File: config.mk
export PLATFORM = sky130hd
export DESIGN_NAME = iig_glue
export DESIGN_NICKNAME = d
export VERILOG_FILES = /design/src/rtl/iig_glue.v
export VERILOG_INCLUDE_DIRS = /design/src /design/src/rtl
export SDC_FILE = /design/constraint.sdc
export NUM_CORES = 1
export LEC_CHECK = 0
export BUFFER_PORTS_ARGS = -buffer_cell sky130_fd_sc_hd__buf_2
export CAP_MARGIN = 20
export CELL_PAD_IN_SITES_DETAIL_PLACEMENT = 2
export CELL_PAD_IN_SITES_GLOBAL_PLACEMENT = 2
export CORE_MARGIN = 1
export CORE_UTILIZATION = 26
export DETAILED_ROUTE_END_ITERATION = 16
export GPL_TIMING_DRIVEN = 0
export PLACE_DENSITY_LB_ADDON = 0.12
export SYNTH_ARGS = -nofsm -noshare
export SYNTH_HDL_FRONTEND = slang
export SYNTH_SLANG_ARGS = --single-unit
File: constraint.sdc
create_clock -name CLK -period 1.3 [get_ports CLK]
set_clock_uncertainty 0.15 [all_clocks]
set_input_delay 0.26 -clock CLK [delete_from_list [all_inputs] [get_ports CLK]]
set_output_delay 0.26 -clock CLK [all_outputs]
set_load 0.03 [all_outputs]
File: src/rtl/iig_map.vh
// Constants for the IDE interface glue: host I/O addresses, control bit positions and reset values.
// Assumes a 10-bit host I/O address bus.
`ifndef IIG_MAP_VH
`define IIG_MAP_VH

`define IIG_ADDR_W          10
`define IIG_PRI_BASE        10'h1F0
`define IIG_SEC_BASE        10'h170
`define IIG_PRI_ALT_STATUS  10'h3F6
`define IIG_SEC_ALT_STATUS  10'h376
`define IIG_PRI_FLOPPY_SHR  10'h3F7
`define IIG_SEC_FLOPPY_SHR  10'h377
`define IIG_BLOCK_MASK      10'h3F8
`define IIG_FUNC_DMA_BIT    1
`define IIG_STRAP_RESET     1'h1
`define IIG_STRAP_DELAY     2'h2

`endif

File: src/rtl/iig_glue.v
// IDE interface glue: data bit 7 steering, byte latch enables, and the shared DMA-acknowledge/strap pin.
// Assumes host strobes and drive pins come from outside the clock domain and are synchronised here.
`timescale 1ns/100ps
`include "iig_map.vh"

module iig_glue (
    input  wire                    CLK,
    input  wire                    ARST_N,
    input  wire [`IIG_ADDR_W-1:0]  ADDR,
    input  wire                    IOR_N,
    input  wire                    IOW_N,
    input  wire                    AEN,
    input  wire                    HOST_D7_IN,
    input  wire                    IDE_D7_IN,
    input  wire                    IOCS16_N,
    input  wire                    SHARED_PIN,
    input  wire                    FUNC_DMA_SEL,
    input  wire                    IDE_ENABLE,
    input  wire                    USE_SECONDARY,
    input  wire                    HIGH_RATE,
    output reg                     IDE_D7_OUT,
    output reg                     IDE_D7_OE,
    output reg                     HOST_D7_OUT,
    output reg                     HOST_D7_OE,
    output reg                     HIGH_LATCH_EN_N,
    output reg                     LOW_LATCH_EN_N,
    output reg                     DMA_ACK_N,
    output reg                     DENSITY_SELECT_OUT
);

////////////////////////////////////////////////////////////////////////////////
// Input synchronisers. Only the second stage is read by logic.

reg [4:0] sync1_q;
reg [4:0] sync2_q;

always @(posedge CLK or negedge ARST_N) begin
    if (!ARST_N) begin
        sync1_q <= 5'h1F;
        sync2_q <= 5'h1F;
    end else begin
        sync1_q <= {IOR_N, IOW_N, AEN, IOCS16_N, SHARED_PIN};
        sync2_q <= sync1_q;
    end
end

wire rd_active  = ~sync2_q[4];
wire wr_active  = ~sync2_q[3];
wire aen_s      = sync2_q[2];
wire iocs16_s   = ~sync2_q[1];
wire shared_s   = sync2_q[0];

////////////////////////////////////////////////////////////////////////////////
// Address decode. The chosen base decides which register block belongs to the drive.

wire [`IIG_ADDR_W-1:0] base     = USE_SECONDARY ? `IIG_SEC_BASE : `IIG_PRI_BASE;
wire [`IIG_ADDR_W-1:0] alt_addr = USE_SECONDARY ? `IIG_SEC_ALT_STATUS : `IIG_PRI_ALT_STATUS;
wire [`IIG_ADDR_W-1:0] shr_addr = USE_SECONDARY ? `IIG_SEC_FLOPPY_SHR : `IIG_PRI_FLOPPY_SHR;

wire hit_block  = ((ADDR & `IIG_BLOCK_MASK) == base);
wire hit_alt    = (ADDR == alt_addr);
wire hit_shared = (ADDR == shr_addr);
wire cycle      = (rd_active | wr_active) & ~aen_s & IDE_ENABLE;
wire drive_cyc  = cycle & (hit_block | hit_alt | hit_shared);
wire d7_cyc     = cycle & (hit_block | hit_alt);

////////////////////////////////////////////////////////////////////////////////
// Strap capture. The synchroniser stages hold their reset level for the first
// edges after release, so the strap is taken only once the second stage carries
// the real pin level. Taking it at the first edge would always read the reset
// value and lose a strap of zero.

reg [1:0] strap_cnt_q;
reg [1:0] strap_cnt_d;
reg       strap_q;
reg       strap_d;
reg       strap_taken_q;
reg       strap_taken_d;

always @* begin
    strap_cnt_d   = strap_cnt_q;
    strap_d       = strap_q;
    strap_taken_d = strap_taken_q;
    if (!strap_taken_q) begin
        if (strap_cnt_q == `IIG_STRAP_DELAY) begin
            strap_taken_d = 1'b1;
            // In acknowledge mode the pin carries no strap, so one is assumed.
            strap_d       = FUNC_DMA_SEL ? 1'b1 : shared_s;
        end else begin
            strap_cnt_d = strap_cnt_q + 2'h1;
        end
    end
end

always @(posedge CLK or negedge ARST_N) begin
    if (!ARST_N) begin
        strap_cnt_q   <= 2'h0;
        strap_q       <= `IIG_STRAP_RESET;
        strap_taken_q <= 1'b0;
    end else begin
        strap_cnt_q   <= strap_cnt_d;
        strap_q       <= strap_d;
        strap_taken_q <= strap_taken_d;
    end
end

////////////////////////////////////////////////////////////////////////////////
// Density polarity. Acknowledge mode forces active high whatever was strapped,
// and the latched strap comes back into force when the pin returns to strap use.

wire dens_active_high = FUNC_DMA_SEL | strap_q;

////////////////////////////////////////////////////////////////////////////////
// Next values of the outputs. Every output has an inactive default, so any
// cycle that is not addressed to the drive leaves enables off and bit 7 floating.

reg ide_d7_oe_d;
reg host_d7_oe_d;
reg high_en_n_d;
reg low_en_n_d;
reg dma_ack_n_d;
reg density_d;

always @* begin
    ide_d7_oe_d  = 1'b0;
    host_d7_oe_d = 1'b0;
    high_en_n_d  = 1'b1;
    low_en_n_d   = 1'b1;
    dma_ack_n_d  = 1'b1;
    density_d    = 1'b0;

    // Floppy-shared ports belong partly to the floppy side, so bit 7 stays off them.
    if (d7_cyc & ~hit_shared) begin
        if (wr_active) begin
            ide_d7_oe_d = 1'b1;
        end
        if (rd_active) begin
            host_d7_oe_d = 1'b1;
        end
    end

    // The floppy-shared ports still open the byte latches.
    if (drive_cyc) begin
        low_en_n_d = 1'b0;
        if (iocs16_s) begin
            high_en_n_d = 1'b0;
        end
    end
    if (!IDE_ENABLE) begin
        high_en_n_d = 1'b1;
    end

    // The pin is active low as an acknowledge and is passed on as it stands.
    if (FUNC_DMA_SEL) begin
        dma_ack_n_d = shared_s;
    end else begin
        dma_ack_n_d = 1'b1;
    end

    // Low rates leave density at its inactive level for the chosen polarity.
    if (HIGH_RATE) begin
        density_d = dens_active_high;
    end else begin
        density_d = ~dens_active_high;
    end
end

////////////////////////////////////////////////////////////////////////////////
// Bit 7 path. Data always follows its source; only the enables decide who
// drives, which keeps the data flip-flops free of decode logic.

always @(posedge CLK or negedge ARST_N) begin
    if (!ARST_N) begin
        IDE_D7_OUT  <= 1'b0;
        IDE_D7_OE   <= 1'b0;
        HOST_D7_OUT <= 1'b0;
        HOST_D7_OE  <= 1'b0;
    end else begin
        IDE_D7_OUT  <= HOST_D7_IN;
        IDE_D7_OE   <= ide_d7_oe_d;
        HOST_D7_OUT <= IDE_D7_IN;
        HOST_D7_OE  <= host_d7_oe_d;
    end
end

////////////////////////////////////////////////////////////////////////////////
// Byte latch enables. They follow the strobe three edges late, so a host strobe
// shorter than one cycle may be missed altogether.

always @(posedge CLK or negedge ARST_N) begin
    if (!ARST_N) begin
        HIGH_LATCH_EN_N <= 1'b1;
        LOW_LATCH_EN_N  <= 1'b1;
    end else begin
        HIGH_LATCH_EN_N <= high_en_n_d;
        LOW_LATCH_EN_N  <= low_en_n_d;
    end
end

////////////////////////////////////////////////////////////////////////////////
// Acknowledge and density outputs.

always @(posedge CLK or negedge ARST_N) begin
    if (!ARST_N) begin
        DMA_ACK_N          <= 1'b1;
        DENSITY_SELECT_OUT <= 1'b0;
    end else begin
        DMA_ACK_N          <= dma_ack_n_d;
        DENSITY_SELECT_OUT <= density_d;
    end
end

endmodule

==> reports/metrics.cfg <==
[drt]
vias = 523
antenna_left = 0
dr.pass1.iters = 2
drcViolationCount = 0
wirelength_mm = 1.40
via_per_inst = 4.32
post_drt_wl_per_cell_um = 11.5
drtIter0Drc = 1

[worst_setup_path]
r2r_end = HIGH_LATCH_EN_N
r2r_slack_ns = -0.04
rr_startpoint = sync2_q[2]
path_cells = buf_6
end_kind = output pin
crit_path_start = HIGH_LATCH_EN_N
cp_top_family = flip-flops
path_max_fanout = 1
crit_path_top_delay_cell = dfstp_2
path_buf_inv = 1
critical_path_required_ns = 0.89
worstSetupPathType = reg2out
arrival_ns = 0.97
reg2reg_depth = 3
startpoint_type = register
max_stage_delay_ns = 0.54

[sta]
fin_crit_sh = 1.06
worst_pin_slew_ns = 0.475
finalMaxSlewViolations = 0
relSlewSlack = 0.684
setup_ws_ns = -0.0777
fin_tns_setup_ns = -0.262
setup_violations = 4
fmax_ghz = 0.726
hold_viol_final = 0
rsz0062_at_grt = yes
period_needed_ns = 1.38

[clock_tree]
cts_tree = yes
cts_made_buffers = 3
root_buffer = clkbuf_4
clock_latency_ns = 0.30
cts.clk_slew.worst_paths_ns = 0.12
ctsLongestPathBuffers = 2
clkSinkCount = 22
cts_max_level = 1

[global_routing]
antenna_found_initial = 0
overflow = 0
grt_pass1_wl_mm = 2.30
grtUsageTotal = 0.114
grt_max_degree = 23
grt_pass1_vias = 539

[synth]
synth_mux_area_frac = 0
synthSimpleGateAreaFrac = 0.112
synth_edf_count = 0
synth_fa_ha_area_frac = 0.0170
synthCells = 47
synth_area_leaders = dfstp_2 50%, dfrtp_1 27%, nand2b_1 2.6%
ys_top_cells_by_count = 14 x dfstp_2, 8 x dfrtp_1, 4 x nand2_1
yosys.area.top_type = dfstp_2
yosys.area.top_type_share = 0.500
synth_compound_area_frac = 0.0527
synth_top_family_by_area = simple AND/OR/NAND/NOR gates
ys_warn_count = 0
synthArstFlopShare = 1.00
synth_nets = 71
ys_ff_latch = 22
synthXorXnorAreaFrac = 0.0357
syn_area_per_cell_um2 = 15.7
synth.most_common_cell = dfstp_2
netlist-cell-type-count = 18
yosysSeqAreaShare = 0.772
synth_flop_cell = dfstp_2
syn_area_um2 = 736

[floorplan]
dieArea_mm2 = 0.00305
num_rows = 18
pin_count = 31
start_util = 0.287
die_y_um = 55.2
die_x_um = 55.2
core_mm2 = 0.00257

[status]
violations = negative setup slack
status = finished with violations

[power_and_ir_drop]
leakagePower_nw = 0.509
powerDensity_mw_per_mm2 = 1040
power_mw = 1.17
vdd_drop_max_uv = 533

[placed_design]
numPortBuffers = 30
placed_cell_area_um2 = 930
gp_congestion = 0.624
hpwl_um = 991
place_ws_ns = -0.0563

[min_path]
hold_end = HIGH_LATCH_EN_N
holdCritStartpoint = ADDR[9]
holdPathStages = 2
min-delay-path-class = in2reg

[finish]
syn2layout_area_growth_pct = 53.7
nets = 116
postLayoutCoreUtil = 0.441
drive_above_1_share = 0.626
final_cell_area_mm2 = 0.00113
insertedDiodeCount = 0
fill_cells = 262

[job]
maxCapViolations = 0

state kept, by name, indices dropped and copies added, names as in the netlist:
name and flops:
strap_q 1, strap_cnt_q 2, IDE_D7_OE 1, LOW_LATCH_EN_N 1, IDE_D7_OUT 1, HIGH_LATCH_EN_N 1, HOST_D7_OUT 1, strap_taken_q 1
DENSITY_SELECT_OUT 1, HOST_D7_OE 1, sync1_q 5, sync2_q 5, DMA_ACK_N 1
layout by cell type, fill, tap and decap left out, drive strengths merged, types with 2 or more instances in the layout:
cell type | netlist | routed
dlygate4sd3 | 0 | 10
dfstp | 14 | 14
o21ai | 2 | 2
dfrtp | 8 | 8
clkbuf | 1 | 4
nand2b | 3 | 3
nor4 | 2 | 2
xor2 | 2 | 2
nor2 | 2 | 2
nand2 | 4 | 4
buf | 0 | 31
layout make-up:
| type | instances | area, um^2 | share of cell area |
|---|---|---|---|
| tap | 30 | 37.5 | 0.0332 |
| inverter | 1 | 3.75 | 0.00332 |
| multi-input combinational | 23 | 200 | 0.177 |
| clock buffer | 4 | 26.3 | 0.0232 |
| sequential | 22 | 568 | 0.502 |
| timing repair buffer | 41 | 295 | 0.261 |
metal layers:
metal / up-vias / share of wire / global-route usage
met5: - / 0 / 0
met4: 0 / 0.021 / 0.0625
met3: 3 / 0.070 / 0.0328
met2: 25 / 0.51 / 0.193
met1: 252 / 0.39 / 0.128
li1: 243 / - / -
through the flow:
step,cells,hold WS (ns)
finish,121,0.0565
global placement,107,0.0965
global route,121,0.0395
floorplan,47,-0.186
detailed placement,107,0.0915
CTS,121,0.0312
timing repair:
item / 4_1_cts / 5_1_grt
pin swaps: 1 / 4
gates cloned: 0 / 0
hold buffers: 10 / 0
setup endpoints to repair: 7 / 11
resized for setup: 7 / 14
hold endpoints to repair: 17 / 0
setup buffers: 1 / 0
cell families after synthesis:
kind of cell,after synthesis
AO/OA/AOI/OAI,5
XOR/XNOR,3
adder cells (fa/ha/maj),1
buffers and inverters,2
flip-flops,22
AND/OR/NAND/NOR,14
power by group:
part	leakage (nW)	internal, mW	switching, mW
logic	0.252	0.0655	0.0589
registers	0.242	0.725	0.0103
clock network	0.0150	0.120	0.194
total	0.509	0.910	0.263
how the worst max path moves through the flow:
stage,end,slack (ns),cells after the start
after floorplan,HIGH_LATCH_EN_N,0.009,3
after global placement,HIGH_LATCH_EN_N,-0.06,3
after detailed placement,strap_cnt_q[1],-0.06,6
after CTS,HIGH_LATCH_EN_N,-0.10,1
after global routing,HIGH_LATCH_EN_N,-0.13,1
final,HIGH_LATCH_EN_N,-0.08,1
No activity file was read; power rests on OpenSTA's default activity.
